File: src/upts_pkg.sv
// Purpose: Shared constants and types for USB power and transfer status
// Assumes: APB slave, 32-bit data, registers in low 16 bits
// Notes:   Offsets are byte addresses of aligned words
package upts_pkg;

  // ----------------------------------------------------------------
  // Register map
  // ----------------------------------------------------------------
  localparam logic [7:0] UPTS_OFS_PWR     = 8'h00;
  localparam logic [7:0] UPTS_OFS_STAT    = 8'h04;
  localparam logic [7:0] UPTS_OFS_IRQ_ST  = 8'h08;
  localparam logic [7:0] UPTS_OFS_IRQ_MSK = 8'h0c;
  localparam logic [7:0] UPTS_OFS_ENG     = 8'h10;

  // ----------------------------------------------------------------
  // Field positions
  // ----------------------------------------------------------------
  localparam int UPTS_PWR_ENABLE_BIT  = 0;
  localparam int UPTS_PWR_SUSPEND_BIT = 1;
  localparam int UPTS_PWR_GUARD_BIT   = 4;
  localparam int UPTS_PWR_PEND_BIT    = 7;
  localparam int UPTS_ST_BANK_BIT     = 2;
  localparam int UPTS_ST_DIR_BIT      = 3;
  localparam int UPTS_ST_EP_LSB       = 4;
  localparam int UPTS_ENG_HOST_BIT    = 0;
  localparam int UPTS_ENG_MOD_BIT     = 1;
  localparam int UPTS_ENG_OTG_BIT     = 2;

  // Interrupt events
  localparam int UPTS_IRQ_DONE_BIT    = 0;
  localparam int UPTS_IRQ_WAKE_BIT    = 1;
  localparam int UPTS_IRQ_PEND_BIT    = 2;
  localparam int UPTS_IRQ_W           = 3;

  localparam logic [31:0] UPTS_ZERO_WORD = 32'h0000_0000;
  localparam logic [15:0] UPTS_ZERO_HALF = 16'h0000;

  // ----------------------------------------------------------------
  // Types
  // ----------------------------------------------------------------
  typedef struct packed {
    logic [3:0] endpoint;
    logic       transmit;
    logic       odd_bank;
  } upts_xfer_t;

  typedef struct packed {
    logic       psel;
    logic       penable;
    logic       pwrite;
    logic [7:0] paddr;
    logic [31:0] pwdata;
  } upts_apb_req_t;

  typedef enum logic [1:0] {
    UPTS_PW_OFF,
    UPTS_PW_RUN,
    UPTS_PW_SUSPEND
  } upts_pw_state_t;

endpackage : upts_pkg

File: src/upts_top.sv
// Purpose: USB power control and last-transfer status with APB access
// Assumes: Engine events arrive on clock_i; wake level is asynchronous
// Notes:   Registers occupy bits 15:0 of each 32-bit word
//
// Operation
// Hardware sets activity pending only under guard
// Software sets guard before suspend or power-down
// Suspend gates clock, idles transceiver; hardware clears
// Operation enable switches module; resets to zero
// Clear enables before clearing operation enable
// Unimplemented bits read zero, ignore writes
// Last endpoint number loaded after each transfer; code loads only while operation enable is set
// Direction reads one for transmit, zero receive
// Bank reads one for odd, zero even
// Bank meaningful only for ping-pong endpoints
// Status fields read-only, hardware-set, reset zero
// Endpoint, direction, bank update together
`timescale 1ns/10ps
module upts_top
  import upts_pkg::*;
(
  // Clock and reset
  input  wire logic        clock_i,
  input  wire logic        rst_i,
  // APB slave
  input  wire logic        psel_i,
  input  wire logic        penable_i,
  input  wire logic        pwrite_i,
  input  wire logic [7:0]  paddr_i,
  input  wire logic [31:0] pwdata_i,
  output logic [31:0]      prdata_o,
  output logic             pready_o,
  output logic             pslverr_o,
  // Engine side
  input  wire logic        xfer_done_i,
  input  wire upts_xfer_t  xfer_i,
  input  wire logic        activity_i,
  input  wire logic        bus_wake_i,
  // Power outputs
  output logic             module_on_o,
  output logic             usb_clk_gate_o,
  output logic             xcvr_lowpwr_o,
  output logic             host_mode_enable_o,
  output logic             module_enable_o,
  output logic             otg_features_enable_o,
  // Interrupt
  output logic             irq_o
);

  // ----------------------------------------------------------------
  // Helpers
  // ----------------------------------------------------------------
  function automatic logic hit(input logic [7:0] a, input logic [7:0] o);
    hit = (a == o);
  endfunction : hit

  function automatic logic [31:0] half(input logic [15:0] v);
    half = {UPTS_ZERO_HALF, v};
  endfunction : half

  upts_apb_req_t req;
  assign req = '{psel: psel_i, penable: penable_i, pwrite: pwrite_i,
                 paddr: paddr_i, pwdata: pwdata_i};

  // Single-wait answer: access phase ends on its second cycle, two cycles after setup
  logic access;
  logic wr_en;
  logic valid_addr;
  assign access = req.psel & req.penable & pready_o;
  assign wr_en  = access & req.pwrite;
  assign valid_addr = hit(req.paddr, UPTS_OFS_PWR)
                    | hit(req.paddr, UPTS_OFS_STAT)
                    | hit(req.paddr, UPTS_OFS_IRQ_ST)
                    | hit(req.paddr, UPTS_OFS_IRQ_MSK)
                    | hit(req.paddr, UPTS_OFS_ENG);

  // ----------------------------------------------------------------
  // Wake input synchroniser
  // ----------------------------------------------------------------
  logic wake_s;

  upts_sync u_wake (
    .clock_i (clock_i),
    .rst_i   (rst_i),
    .d_i     (bus_wake_i),
    .q_o     (wake_s)
  );

  // ----------------------------------------------------------------
  // Power control register
  // ----------------------------------------------------------------
  logic enable_q;
  logic suspend_q;
  logic guard_q;
  logic pend_q;
  logic pend_set;
  logic wake_rise;
  logic wake_d1_q;
  upts_pw_state_t pw_state;

  assign wake_rise = wake_s & ~wake_d1_q;
  assign pend_set  = guard_q & activity_i;

  always_ff @(posedge clock_i or posedge rst_i)
  begin
    if (rst_i)
      wake_d1_q <= 1'b0;
    else
      wake_d1_q <= wake_s;
  end

  always_ff @(posedge clock_i or posedge rst_i)
  begin
    if (rst_i)
    begin
      enable_q <= 1'b0;
      guard_q  <= 1'b0;
    end
    else if (wr_en && hit(req.paddr, UPTS_OFS_PWR))
    begin
      enable_q <= req.pwdata[UPTS_PWR_ENABLE_BIT];
      guard_q  <= req.pwdata[UPTS_PWR_GUARD_BIT];
    end
  end

  // Hardware clear on bus wake beats a software set in the same cycle
  always_ff @(posedge clock_i or posedge rst_i)
  begin
    if (rst_i)
      suspend_q <= 1'b0;
    else if (wake_rise || !enable_q)
      suspend_q <= 1'b0;
    else if (wr_en && hit(req.paddr, UPTS_OFS_PWR))
      suspend_q <= req.pwdata[UPTS_PWR_SUSPEND_BIT];
  end

  // Pending only while guarded; dropping the guard releases it
  always_ff @(posedge clock_i or posedge rst_i)
  begin
    if (rst_i)
      pend_q <= 1'b0;
    else if (!guard_q)
      pend_q <= 1'b0;
    else if (pend_set)
      pend_q <= 1'b1;
    else if (!activity_i)
      pend_q <= 1'b0;
  end

  always_comb
  begin
    if (!enable_q)
      pw_state = UPTS_PW_OFF;
    else if (suspend_q)
      pw_state = UPTS_PW_SUSPEND;
    else
      pw_state = UPTS_PW_RUN;
  end

  // ----------------------------------------------------------------
  // Engine enable register
  // ----------------------------------------------------------------
  logic host_q;
  logic mod_q;
  logic otg_q;

  always_ff @(posedge clock_i or posedge rst_i)
  begin
    if (rst_i)
    begin
      host_q <= 1'b0;
      mod_q  <= 1'b0;
      otg_q  <= 1'b0;
    end
    else if (wr_en && hit(req.paddr, UPTS_OFS_ENG))
    begin
      host_q <= req.pwdata[UPTS_ENG_HOST_BIT];
      mod_q  <= req.pwdata[UPTS_ENG_MOD_BIT];
      otg_q  <= req.pwdata[UPTS_ENG_OTG_BIT];
    end
  end

  // ----------------------------------------------------------------
  // Last transfer status
  // ----------------------------------------------------------------
  upts_xfer_t last_xfer;
  logic       done_ok;

  // Completions are meaningless with the module switched off
  assign done_ok = xfer_done_i & enable_q;

  upts_xfer_status u_stat (
    .clock_i (clock_i),
    .rst_i   (rst_i),
    .done_i  (done_ok),
    .xfer_i  (xfer_i),
    .last_o  (last_xfer)
  );

  // ----------------------------------------------------------------
  // Interrupts
  // ----------------------------------------------------------------
  logic [UPTS_IRQ_W-1:0] irq_st_q;
  logic [UPTS_IRQ_W-1:0] irq_msk_q;
  logic [UPTS_IRQ_W-1:0] irq_ev;
  logic [UPTS_IRQ_W-1:0] irq_clr;
  logic                  pend_d1_q;

  always_ff @(posedge clock_i or posedge rst_i)
  begin
    if (rst_i)
      pend_d1_q <= 1'b0;
    else
      pend_d1_q <= pend_q;
  end

  always_comb
  begin
    irq_ev = '0;
    irq_ev[UPTS_IRQ_DONE_BIT] = done_ok;
    irq_ev[UPTS_IRQ_WAKE_BIT] = wake_rise & suspend_q;
    irq_ev[UPTS_IRQ_PEND_BIT] = pend_d1_q & ~pend_q;
  end

  assign irq_clr = (wr_en && hit(req.paddr, UPTS_OFS_IRQ_ST))
                 ? req.pwdata[UPTS_IRQ_W-1:0] : '0;

  // A new event in the clearing cycle keeps its bit
  always_ff @(posedge clock_i or posedge rst_i)
  begin
    if (rst_i)
      irq_st_q <= '0;
    else
      irq_st_q <= (irq_st_q & ~irq_clr) | irq_ev;
  end

  always_ff @(posedge clock_i or posedge rst_i)
  begin
    if (rst_i)
      irq_msk_q <= '0;
    else if (wr_en && hit(req.paddr, UPTS_OFS_IRQ_MSK))
      irq_msk_q <= req.pwdata[UPTS_IRQ_W-1:0];
  end

  always_ff @(posedge clock_i or posedge rst_i)
  begin
    if (rst_i)
      irq_o <= 1'b0;
    else
      irq_o <= |(((irq_st_q & ~irq_clr) | irq_ev) & irq_msk_q);
  end

  // ----------------------------------------------------------------
  // Read mux
  // ----------------------------------------------------------------
  logic [15:0] pwr_word;
  logic [15:0] stat_word;
  logic [15:0] eng_word;
  logic [31:0] rd_word;

  always_comb
  begin
    pwr_word = UPTS_ZERO_HALF;
    pwr_word[UPTS_PWR_ENABLE_BIT]  = enable_q;
    pwr_word[UPTS_PWR_SUSPEND_BIT] = suspend_q;
    pwr_word[UPTS_PWR_GUARD_BIT]   = guard_q;
    // Guard masks the flag in the cycle after software drops it
    pwr_word[UPTS_PWR_PEND_BIT]    = pend_q & guard_q;
    stat_word = UPTS_ZERO_HALF;
    stat_word[UPTS_ST_EP_LSB +: 4]  = last_xfer.endpoint;
    stat_word[UPTS_ST_DIR_BIT]      = last_xfer.transmit;
    // Valid only for ping-pong endpoints; software filters it
    stat_word[UPTS_ST_BANK_BIT]     = last_xfer.odd_bank;
    eng_word = UPTS_ZERO_HALF;
    eng_word[UPTS_ENG_HOST_BIT] = host_q;
    eng_word[UPTS_ENG_MOD_BIT]  = mod_q;
    eng_word[UPTS_ENG_OTG_BIT]  = otg_q;
    if (hit(req.paddr, UPTS_OFS_PWR))
      rd_word = half(pwr_word);
    else if (hit(req.paddr, UPTS_OFS_STAT))
      rd_word = half(stat_word);
    else if (hit(req.paddr, UPTS_OFS_IRQ_ST))
      rd_word = {{(32-UPTS_IRQ_W){1'b0}}, irq_st_q};
    else if (hit(req.paddr, UPTS_OFS_IRQ_MSK))
      rd_word = {{(32-UPTS_IRQ_W){1'b0}}, irq_msk_q};
    else if (hit(req.paddr, UPTS_OFS_ENG))
      rd_word = half(eng_word);
    else
      rd_word = UPTS_ZERO_WORD;
  end

  // ----------------------------------------------------------------
  // APB answer
  // ----------------------------------------------------------------
  always_ff @(posedge clock_i or posedge rst_i)
  begin
    if (rst_i)
    begin
      pready_o  <= 1'b0;
      prdata_o  <= UPTS_ZERO_WORD;
      pslverr_o <= 1'b0;
    end
    else
    begin
      pready_o  <= req.psel & req.penable & ~pready_o;
      pslverr_o <= req.psel & req.penable & ~pready_o & ~valid_addr;
      if (req.psel && req.penable && !pready_o && !req.pwrite)
        prdata_o <= rd_word;
    end
  end

  // ----------------------------------------------------------------
  // Power outputs
  // ----------------------------------------------------------------
  always_ff @(posedge clock_i or posedge rst_i)
  begin
    if (rst_i)
    begin
      module_on_o           <= 1'b0;
      usb_clk_gate_o        <= 1'b0;
      xcvr_lowpwr_o         <= 1'b0;
      host_mode_enable_o    <= 1'b0;
      module_enable_o       <= 1'b0;
      otg_features_enable_o <= 1'b0;
    end
    else
    begin
      case (pw_state)
        UPTS_PW_RUN:
        begin
          module_on_o    <= 1'b1;
          usb_clk_gate_o <= 1'b0;
          xcvr_lowpwr_o  <= 1'b0;
        end
        UPTS_PW_SUSPEND:
        begin
          module_on_o    <= 1'b1;
          usb_clk_gate_o <= 1'b1;
          xcvr_lowpwr_o  <= 1'b1;
        end
        default:
        begin
          // Off, and any illegal code, powers everything down
          module_on_o    <= 1'b0;
          usb_clk_gate_o <= 1'b0;
          xcvr_lowpwr_o  <= 1'b0;
        end
      endcase
      // Engine controls follow only a powered module
      host_mode_enable_o    <= host_q & enable_q;
      module_enable_o       <= mod_q & enable_q;
      otg_features_enable_o <= otg_q & enable_q;
    end
  end

endmodule : upts_top

File: src/upts_sync.sv
// Purpose: Two flip-flop synchroniser for one level
// Assumes: Input is asynchronous to clock_i
// Notes:   First stage is read only by the second stage
`timescale 1ns/10ps
module upts_sync
  import upts_pkg::*;
(
  // Clock and reset
  input  wire logic clock_i,
  input  wire logic rst_i,
  // Level
  input  wire logic d_i,
  output logic      q_o
);

  logic meta_q;

  always_ff @(posedge clock_i or posedge rst_i)
  begin
    if (rst_i)
    begin
      meta_q <= 1'b0;
      q_o    <= 1'b0;
    end
    else
    begin
      meta_q <= d_i;
      q_o    <= meta_q;
    end
  end

endmodule : upts_sync

File: src/upts_xfer_status.sv
// Purpose: Holds endpoint, direction and bank of the last transaction
// Assumes: Completion strobe and record from logic on clock_i
// Notes:   All three fields load in one cycle
`timescale 1ns/10ps
module upts_xfer_status
  import upts_pkg::*;
(
  // Clock and reset
  input  wire logic       clock_i,
  input  wire logic       rst_i,
  // Completion
  input  wire logic       done_i,
  input  wire upts_xfer_t xfer_i,
  // Status
  output upts_xfer_t      last_o
);

  always_ff @(posedge clock_i or posedge rst_i)
  begin
    if (rst_i)
      last_o <= '0;
    else if (done_i)
      last_o <= xfer_i;
  end

endmodule : upts_xfer_status

File: config.mk
export PLATFORM = sky130hd
export DESIGN_NAME = upts_top
export DESIGN_NICKNAME = d
export VERILOG_FILES = /design/src/upts_pkg.sv /design/src/upts_top.sv /design/src/upts_sync.sv /design/src/upts_xfer_status.sv
export SDC_FILE = /design/constraint.sdc
export NUM_CORES = 1
export LEC_CHECK = 0
export BUFFER_PORTS_ARGS = -buffer_cell sky130_fd_sc_hd__clkbuf_2
export CORE_ASPECT_RATIO = 1.1
export CORE_MARGIN = 3
export CORE_UTILIZATION = 40
export CTS_CLUSTER_SIZE = 20
export DETAILED_ROUTE_END_ITERATION = 16
export GPL_TIMING_DRIVEN = 0
export PLACE_DENSITY_LB_ADDON = 0.2
export SLEW_MARGIN = 0
export SYNTH_ARGS = -nofsm -noshare
export SYNTH_HDL_FRONTEND = slang
export SYNTH_SLANG_ARGS = --single-unit
File: constraint.sdc
create_clock -name clock_i -period 1.5 [get_ports clock_i]
set_clock_uncertainty 0.15 [all_clocks]
set_input_delay 0.075 -clock clock_i [delete_from_list [all_inputs] [get_ports clock_i]]
set_output_delay 0.075 -clock clock_i [all_outputs]
set_load 0.01 [all_outputs]
Yosys cells after proc, flatten, opt, wreduce, memory -nomap -nowiden
Cells that the tools add are included.
Operators by class
  reduce and logical (&&, ||, !) cells: 15
  mux-type cells: 15
  bitwise logic cells: 26
  eq/ne operators: 7
Operators by type and width (number)
  $eq 8x4->1 const B: 2
  $mux 8: 2
  $and 1x1->1: 14
  $mux 3: 4
  $eq 8x3->1 const B: 1
  $eq 8x5->1 const B: 1
  $logic_not 8->1: 1
  $logic_and 1x1->1: 7
  $mux 1: 7
  $and 3x3->3: 2
  $mux 2: 2
  $not 1->1: 4
  $or 1x1->1: 4
  $logic_not 1->1: 3
  $ne 3x2->1 const B: 1
  $not 3->3: 1
  $or 3x3->3: 1
  $reduce_or 3->1: 1
  $eq 2x1->1 const B: 1
  $eq 2x2->1 const B: 1
  $reduce_bool 2->1: 1
  $reduce_or 2->1: 1
  $logic_or 1x1->1: 1
Word-level totals
  word-level logic and storage cells: 88
  input port bits: 54
  register bits: 63
  output and inout port bits: 41

Depth between registers and ports, before layout
Gate-level depths: netlist of run 1.
  depth in word-level cells: 10
  mapped depth: 5
  mapped depth without buffers: 4

By module
From an unflattened synthesis of run 1, not the netlist that was laid out.
Unflattened totals
  cells, all modules: 161
  area total of the unflattened synthesis: 1924.3 µm²
Modules (own cells, without submodules)
  upts_top: times used 1, cells an instance 144, seq. area each 775.7 µm², area an instance 1615.3 µm²
  upts_xfer_status: times used 1, cells an instance 14, seq. area each 150.1 µm², area an instance 255.2 µm²
  upts_sync: times used 1, cells an instance 3, seq. area each 50.0 µm², area an instance 53.8 µm²

Worst setup path before layout of run 1
No wires, ideal clock.
  kind: register to register
  start: register pready_o
  end: register irq_o
  required time: 1.224 ns
  buffers on the path: 0
  setup slack: -0.259 ns
  library setup time: 0.126 ns
  arrival: 1.483 ns
  stages on the path, launching flop included: 5
  period minus slack after synthesis: 1.759 ns
  path through: dfrtp_1 and4_1 nand3_2 a221o_1 a221o_1
Between the ends
  word-level cells in the longest chain between the ends: 9
Ends and longest elaborated chain
  start: declaration: RTL line upts_top.sv:32  | output logic pready_o,
  start signal: assignment: RTL line upts_top.sv:305  | pready_o <= req.psel & req.penable & ~pready_o;
  $and 1x1->1: RTL line upts_top.sv:69  | assign access = req.psel & req.penable & pready_o;
  $and 1x1->1: RTL line upts_top.sv:70  | assign wr_en = access & req.pwrite;
  $logic_and 1x1->1: RTL line upts_top.sv:225  | assign irq_clr = (wr_en && hit(req.paddr, UPTS_OFS_IRQ_ST))
  $mux 3: RTL line upts_top.sv:226  | ? req.pwdata[UPTS_IRQ_W-1:0] : '0;
  $not 3->3: RTL line upts_top.sv:250  | irq_o <= |(((irq_st_q & ~irq_clr) | irq_ev) & irq_msk_q);
  $and 3x3->3: RTL line upts_top.sv:250
  $or 3x3->3: RTL line upts_top.sv:250
  $and 3x3->3: RTL line upts_top.sv:250
  $reduce_or 3->1: RTL line upts_top.sv:250
  end signal: assignment: RTL line upts_top.sv:250
  end: declaration: RTL line upts_top.sv:47  | output logic irq_o
Every way passes these cells.
A chain may end at the register's enable or synchronous reset.

Worst setup path after layout of run 1
Ends and elaborated chain as after synthesis.

==> out/summary.txt, run 1 <==
first-pass GRT wire length: 6240 um
wire per inst: 13.2 um
number of synthesized register bits: 39
Initial Util: 42.0%
Tcrit/Tclk final: 108%
Pre-Repair DR Iteration Count: 4
DRC Markers: 0
RSZ-0062 raised after global routing: yes
P&R area growth vs syn: 38.6%
EDFF count, synth: 0
ratio of cells with drive above 1 in the final layout: 41.1%
status: finished, violations left
Setup violations, final: 9
cell row count: 25
synth unique cells: 38
Critical-path top delay cell: dfrtp_2
Reg clk slew, reported paths: 80 ps
nets@finish: 306
Final WS setup: -124 ps
# Max-Cap Violations: 0
top-count cell post-synth: dfrtp_1
critical path's top delay family: compound AO/OA/AOI/OAI gates
WP data required: 1530 ps
die area: 0.00545 mm^2
Least-Margin Pin Slew: 808 ps
crit-path max FO: 3
root buf cell: clkbuf_8
Finished Layout Cells: 307
post-synthesis compound-gate area fraction: 13.1%
PortBufs: 41
flop-to-flop setup slack: -120 ps
simple-gate share of the synthesized area: 12.8%
final hold violations: 0
placed wire-length estimate: 2850 um
ys async rst share: 100%
Crit. Startpoint: pready_o
DP Cell Count: 282
main combinational cell family by area after synthesis: compound AO/OA/AOI/OAI gates
classification of the worst setup path: flop to flop
Final Max Tran Viols: 0
failing checks: negative setup slack
worst-skew pair later-pin latency: 290 ps
detailed-route via count: 1448
Post-DRT Antenna Nets: 0
CP max stage delay: 370 ps
most frequent cells after synthesis: dfrtp_1 (39), buf_4 (25), mux2_2 (10), nand2_1 (9)
Synth Area in XOR/XNOR: 0%
Fmax: 0.616 GHz
Die Y: 77.1 um
Adder-Cell Fraction of Synth Area: 0%
Final Core Density: 58.2%
ranking of synthesized cells by area: dfrtp_1 (53%), buf_4 (10%), mux2_2 (6.1%), a22o_1 (2.4%), and2_1 (2.4%)
YS warnings: 0
Routed WL: 4040 um
Max-Slew Margin vs Limit: 46.1%
grt total ovfl: 0
crit path DAT: 1650 ps
clk buf depth: 2
mux cell area share after synthesis: 7.90%
top_reg_cell synth: dfrtp_1
initial detailed-routing violation count: 60
DIE WIDTH: 70.6 um
startpoint type of the worst setup path: flop
I/O pin count: 95
antenna cells: 0
H-tree levels: 2
WHS: 58.8 ps
crit-path most repeated cell: a221o_1
min Tclk post-route: 1620 ps
Synth top area share: 53.1%
Yosys top cell by area: dfrtp_1
Pwr Total: 2.42 mW
total CTS buffers: 5
worst vdd ir: 0.802 mV
Hold Path Class: input pin to flop
worst path bufs/invs: 0
routability cong.: 0.843
CORE AREA: 0.00438 mm^2
Reg-to-Reg Start: pready_o
Post-Syn Area: 0.00184 mm^2
initial antenna violation count: 0
CP Capture Type: flop
crit-path cells: and4_4 > nand3_2 > a221o_1 > a221o_1
average vias per placed instance: 4.72
Leakage Power: 1.34 nW
Cells after Synth: 164
gr usage total: 14.7%
pre-CTS setup slack: -298 ps
Num Clock Sinks: 39
largest net degree at the start of global routing: 40
CTS tree: yes
hold path start: paddr_i[6]
Syn Area/Cell: 11.2 um^2
vias in the first global route: 1314
Power per Cell Area: 951 mW/mm^2
sequential area share after synthesis: 53.1%
registers in the layout, summed over array words and instances (netlist names), 3 cells and up:
register / count
irq_msk_q: 3
irq_st_q: 3
prdata_o: 8
u_stat.last_o: 6
metal layers:
layer	global-route usage (%)	part of all wire (%)	wire length, um	up-vias
met2	24.8	49	1990	46
met3	5.11	7.3	294	7
met1	17.3	42	1700	687
met5	0	0	0	-
met4	5.08	1.4	55	0
li1	-	-	-	708
tightest hold or removal path, delay by kind of cell:
kind,cells,cell delay (ps)
compound gates,1,160
buf+inv,1,120
simple gates,2,110
cell families after synthesis:
family,count (synthesis)
AO/OA/AOI/OAI,35
buffers and inverters,38
flip-flops,39
multiplexers,13
other,1
AND/OR/NAND/NOR,38
per-stage QoR:
stage | setup TNS, ps | instance area, um^2
after floorplan | -117 | 1930
after global placement | -7770 | 2210
after detailed placement | -2780 | 2210
after CTS | -359 | 2510
after global routing | -741 | 2550
final | -293 | 2550
layout by cell type (no fill, tap or decap), types with 4 or more instances in the layout:
master	n
nor2_1	4
a21oi_1	5
clkbuf_2	41
clkbuf_8	5
dfrtp_1	37
and2_1	6
mux2_2	10
o21ai_0	6
clkbuf_1	4
nand2_1	7
dlygate4sd3_1	15
buf_4	28
inv_1	6
a22o_1	5
conb_1	24
o22ai_1	4
path summary, 6_finish.rpt:
check	to	cells after the start
worst max register to register	irq_o	4
max in group asynchronous	pready_o	3
min in group asynchronous	u_wake.q_o	3
worst min register to register	u_wake.q_o	0
worst max-delay path	irq_o	4
worst min-delay path	irq_st_q[1]	4
repair_timing:
item,4_1_cts,5_1_grt
buffers inserted,2,1
gates resized for setup,2,9
endpoints found under the hold margin,58,0
setup endpoints to repair,13,20
hold buffers,15,0
cloned,0,1
pin swaps,1,4
report_power, final:
part | internal (mW) | switching (mW)
sequential | 1.08 | 0.0212
clock | 0.665 | 0.368
combinational | 0.141 | 0.142
layout make-up:
| type | instances | area [um^2] |
|---|---|---|
| buffer | 29 | 204 |
| timing repair buffer | 59 | 378 |
| clock buffer | 6 | 72.6 |
| clock inverter | 2 | 60.1 |
| fill | 393 | 1830 |
| inverter | 7 | 26.3 |
| tap | 54 | 67.6 |
| sequential | 39 | 978 |
| multi-input combinational | 111 | 761 |
Power figures use the tool's default switching activity.
==> run 2: changes to the inputs <==
BUFFER_PORTS_ARGS = not set   (was -buffer_cell sky130_fd_sc_hd__clkbuf_2)
CORE_UTILIZATION = 56   (was 40)
DONT_BUFFER_PORTS = 1   (was not set)
==> run 2 against run 1 <==
  * The run ends with negative hold slack, negative setup slack left
  * Worst setup slack got worse by 87 ps
  * Critical path depth unchanged
  * Hold slack worse by 210 ps
  * Sequential cell count is the same
  * Sequential share of layout area is 3.6 points higher
  * Combinational power down 15%
  * Via count shrank 6.4%
  * Clock-buffer cell count is 2 higher
  * Final area decreased by 8.8%
  * Critical endpoint unchanged
  * Largest cell class unchanged
  * Largest power group unchanged
==> out/summary.txt, run 2 (synthesis gave the netlist of run 1 again) <==
cell row count: 21
detailed-route via count: 1355
wire per inst: 15.6 um
internal power: 1.49 mW
Routed WL: 3920 um
ratio of cells with drive above 1 in the final layout: 28.1%
Least-Margin Pin Slew: 842 ps
Fmax: 0.584 GHz
WP data required: 1580 ps
grt total ovfl: 0
Final Max Tran Viols: 0
Max-Slew Margin vs Limit: 43.8%
first-pass GRT wire length: 6150 um
CORE AREA: 0.00310 mm^2
worst vdd ir: 0.699 mV
Final WS setup: -212 ps
Flop pwr share: 57.1%
RSZ-0062 raised after global routing: yes
routability cong.: 0.888
placed wire-length estimate: 2790 um
initial antenna violation count: 0
largest net degree at the start of global routing: 22
DRC Markers: 0
P&R area growth vs syn: 26.4%
H-tree levels: 2
total CTS buffers: 5
switching share of total power: 24.2%
I/O pin count: 95
# Max-Cap Violations: 0
CTS tree: yes
gr usage total: 21.5%
Tcrit/Tclk final: 114%
final hold violations: 7
Pwr Total: 1.96 mW
root buf cell: clkbuf_4
initial detailed-routing violation count: 51
crit path DAT: 1790 ps
most frequent cells in the layout: dfrtp_1 (38), buf_4 (27), conb_1 (24), dlygate4sd3_1 (18), mux2_2 (8)
average vias per placed instance: 5.40
antenna cells: 0
Reg clk slew, reported paths: 110 ps
status: finished, violations left
Hold Path Class: input pin to flop
Most flops, register: prdata_o
Num Clock Sinks: 39
DIE WIDTH: 60.6 um
leading cell type in the layout, fill and taps excluded: dfrtp_1
Comb pwr share: 12.3%
clock power share: 30.6%
vias in the first global route: 1318
Setup violations, final: 11
Die Y: 66.1 um
min Tclk post-route: 1710 ps
WHS: -147 ps
Top Registers: prdata_o: 8 flops, u_stat.last_o: 6 flops
Final Core Density: 74.9%
Net Sw Power: 0.473 mW
clk buf depth: 2
CP Capture Type: flop
Pre-Repair DR Iteration Count: 4
Post-DRT Antenna Nets: 0
Leakage Power: 1.18 nW
PortBufs: 0
Initial Util: 59.3%
Power per Cell Area: 843 mW/mm^2
crit-path max FO: 6
nets@finish: 270
hold buffers post-CTS: 18
startpoint type of the worst setup path: flop
worst-skew pair later-pin latency: 340 ps
classification of the worst setup path: flop to flop
Post-Route Setup TNS: -927 ps
die area: 0.00401 mm^2
max reg flops: 8
failing checks: negative hold slack, negative setup slack
## run 2: cell count changes in the layout (fill, tap and decap cells not counted), moves of 3 or more
cell / change
clkbuf_2: -40
clkbuf_4: +5
o21ai_0: -3
dlygate4sd3_1: +3
clkbuf_8: -3
o21ai_1: +4
## run 2: power by group through the flow
stage               clock network [mW]  logic, mW  registers (mW)
floorplan                            0      0.154            1.13
global placement                     0      0.170            1.14
detailed placement                   0      0.181            1.14
CTS                              0.619      0.231            1.12
global route                     0.679      0.264            1.12
finish                           0.600      0.240            1.12
## run 2: worst max-delay path, stage by stage (launching register included)
cell	delay [ps]
dfrtp_2	450
and4_4	250
nand3_2	80
a221o_1	350
a221o_1	340
## run 2: worst paths after layout
kind | from | endpoint | slack, ps | cells after the start
min in group asynchronous | rst_i | u_stat.last_o[0] | 190 | 2
min | paddr_i[6] | irq_st_q[1] | -150 | 3
max reg2reg | pready_o | irq_o | -210 | 4
min reg2reg | u_wake.meta_q | u_wake.q_o | 210 | 0
max | pready_o | irq_o | -210 | 4
max in group asynchronous | rst_i | pready_o | 440 | 3
## run 2: what timing repair did
action                     in CTS  in global routing
gates cloned                    1                  0
hold endpoints to repair       47                  7
setup buffers                   2                  0
pin swaps                       5                  3
gates resized for setup        10                  8
setup endpoints to repair      19                 20
## run 2: final cells by class
| class | count | area, um^2 |
|---|---|---|
| Timing Repair Buffer | 22 | 238 |
| Clock buffer | 8 | 68.8 |
| Fill cell | 210 | 777 |
| Buffer | 31 | 224 |
| Tap cell | 34 | 42.5 |
| Multi-Input combinational cell | 110 | 747 |
| Sequential cell | 39 | 977 |
| Inverter | 7 | 26.3 |
## run 2: per-layer routing
metal	GRT usage [%]	wire, um	vias up	part of all wire (%)
li1	-	-	638	-
met1	26.0	1500	642	38
met2	34.1	2020	69	51
met3	8.40	355	6	9.0
met4	8.13	47	0	1.2
met5	0	0	-	0
## run 2: metrics by stage
stage	cell area (um^2)	instances	hold WS, ps	setup WS [ps]
after floorplan	1930	187	-43.6	-117
after global placement	1980	221	-43.5	-235
after detailed placement	2000	222	-43.5	-275
after CTS	2300	251	-161	-233
after global routing	2320	251	-163	-301
final	2320	251	-147	-212
==> run 3: changes to the inputs <==
SYNTH_HIERARCHICAL = 1   (was not set)
==> run 3 against run 2 <==
  * The flow finishes with violations (negative setup slack)
  * Clock-buffer cell count shrank 3
  * First-iteration DRC count grew 35%
  * Combinational power shrank 3%
  * Global-route usage grew 0.21 points
  * Sequential power is essentially flat
  * Critical endpoint unchanged
  * Largest cell class unchanged
  * Highest routed layer unchanged
==> out/summary.txt, run 3 <==
Tcrit/Tclk final: 105%
Net Sw Power: 0.488 mW
crit-path max FO: 8
average vias per placed instance: 5.19
DRC Markers: 0
DP Cell Count: 230
Setup violations, final: 12
hold endpoint: irq_st_q[0]
CORE AREA: 0.00318 mm^2
largest net degree at the start of global routing: 32
H-tree levels: 2
gr usage total: 21.7%
vias in the first global route: 1330
Pwr Total: 2.20 mW
top_reg_cell synth: dfrtp_1
Fmax: 0.637 GHz
Cells after Synth: 161
EDFF count, synth: 0
detailed-route via count: 1376
Reg clk slew, reported paths: 110 ps
P&R area growth vs syn: 32.4%
CP Capture Type: flop
status: finished, violations left
hold path start: penable_i
Final Core Density: 80.1%
leading cell type in the layout, fill and taps excluded: dfrtp_1
root buf cell: clkbuf_4
Num Clock Sinks: 39
Initial Util: 60.5%
Syn Area/Cell: 12.0 um^2
worst vdd ir: 0.607 mV
R2R Path End: irq_o
initial antenna violation count: 0
Die Y: 67.5 um
DIE WIDTH: 61.9 um
top-count cell post-synth: dfrtp_1
ys async rst share: 100%
classification of the worst setup path: flop to flop
WP data required: 1590 ps
Least-Margin Pin Slew: 650 ps
Post-Syn Area: 0.00192 mm^2
synth unique cells: 41
total CTS buffers: 5
Pre-Repair DR Iteration Count: 4
nets@finish: 272
flop-to-flop setup slack: -70 ps
Power per Cell Area: 863 mW/mm^2
grt total ovfl: 0
switching share of total power: 22.2%
RSZ-0062 raised after global routing: yes
pre-CTS setup slack: -337 ps
Post-DRT Antenna Nets: 0
min Tclk post-route: 1570 ps
max reg flops: 8
antenna cells: 0
Comb pwr share: 10.6%
most frequent cells in the layout: dfrtp_1 (37), buf_4 (27), conb_1 (24), dlygate4sd3_1 (24), mux2_4 (12)
cell row count: 21
worst-skew pair later-pin latency: 350 ps
Post-Route Setup TNS: -497 ps
wire per inst: 15.9 um
Synth top area share: 50.7%
Flop pwr share: 50.2%
clock power share: 39.2%
most frequent cells after synthesis: dfrtp_1 (39), buf_4 (25), mux2_4 (9), nor2_1 (9)
number of synthesized register bits: 39
ranking of synthesized cells by area: dfrtp_1 (51%), buf_4 (9.8%), mux2_4 (7.0%), mux2_2 (4.7%), a22o_1 (2.3%)
startpoint type of the worst setup path: flop
Most flops, register: prdata_o
YS warnings: 6
Final Max Tran Viols: 0
worst hold path cell count: 4
CTS tree: yes
Worst R2R Path Depth: 4
first-pass GRT wire length: 6470 um
Max-Slew Margin vs Limit: 56.6%
routability cong.: 0.888
ratio of cells with drive above 1 in the final layout: 35.2%
Routed WL: 4220 um
die area: 0.00418 mm^2
Finished Layout Cells: 265
Final WS setup: -69.9 ps
I/O pin count: 95
Hold Path Class: input pin to flop
Leakage Power: 1.30 nW
clk buf depth: 2
Yosys top cell by area: dfrtp_1
Top Registers: prdata_o: 8 flops, u_stat/last_o: 6 flops
failing checks: negative setup slack
initial detailed-routing violation count: 69
sequential area share after synthesis: 50.7%
Reg-to-Reg Start: pready_o
# Max-Cap Violations: 0
internal power: 1.71 mW
placed wire-length estimate: 2870 um
crit path DAT: 1660 ps
PortBufs: 0
final hold violations: 0
[run 3: cell count changes after synthesis, sizes merged, moves of 3 or more]
| cell | before | now |
|---|---|---|
| mux2 | 12 | 17 |
| o21ai | 7 | 4 |
| o22ai | 4 | 1 |
| a21oi | 6 | 1 |
| nor2 | 4 | 9 |
[run 3: worst max-delay path by stage]
stage / startpoint / endpoint / slack (ps) / depth (start not counted)
after detailed placement: paddr_i[1] / irq_o / -340 / 5
after floorplan: paddr_i[1] / host_q / -180 / 5
after CTS: pready_o / prdata_o[7] / -100 / 3
final: pready_o / irq_o / -70 / 4
after global placement: paddr_i[1] / irq_o / -330 / 5
after global routing: pready_o / irq_o / -140 / 4
[run 3: area by class of cell]
cell class / count / area, um^2
flip-flops and latches: 39 / 978
multi-input cells: 110 / 896
fillers: 189 / 632
repair buffers: 27 / 267
plain buffers: 30 / 221
clock inverters: 3 / 67.6
well taps: 46 / 57.6
clock buffers: 5 / 37.5
inverters: 5 / 22.5
[run 3: kinds of logic (layout without fill, tap and decap cells)]
kind of cell,after synthesis,count (layout),synth area share (%)
AO/OA/AOI/OAI,22,22,8.91
buffers and inverters,36,70,12.7
flip-flops,39,39,50.7
multiplexers,18,18,12.2
other,1,24,0.195
AND/OR/NAND/NOR,45,46,15.3
[run 3: critical path: stages (launching register included)]
cell,delay (ps)
dfrtp_2,500
nand2_4,120
nor4_4,230
nand2_1,100
a311o_1,360
[run 3: routing by layer]
| metal | wire length, um | GRT usage [%] |
|---|---|---|
| met4 | 91 | 10.3 |
| met1 | 1720 | 28.0 |
| met2 | 2160 | 34.8 |
| met5 | 0 | 0 |
| met3 | 244 | 3.82 |
[run 3: what timing repair did]
| action | in CTS | in global routing |
|---|---|---|
| endpoints found under the setup margin | 18 | 49 |
| hold buffers | 24 | 0 |
| buffers inserted | 1 | 2 |
| hold endpoints to repair | 70 | 0 |
| gates resized for setup | 11 | 8 |
| gates cloned | 1 | 0 |
| pin swaps | 3 | 3 |
[run 3: metrics by stage]
step	instance area, um^2	hold WS (ps)
2_1_floorplan	2030	-334
3_3_place_gp	2090	-327
3_5_place_dp	2090	-327
4_1_cts	2490	9.36
5_1_grt	2550	52.7
6_report	2550	22.8
[run 3: power groups by stage]
stage               clock network (mW)  registers, mW  logic, mW
floorplan                            0           1.11      0.143
global placement                     0           1.12      0.154
detailed placement                   0           1.12      0.156
CTS                              0.873           1.10      0.220
global route                     0.928           1.11      0.256
finish                           0.862           1.10      0.233
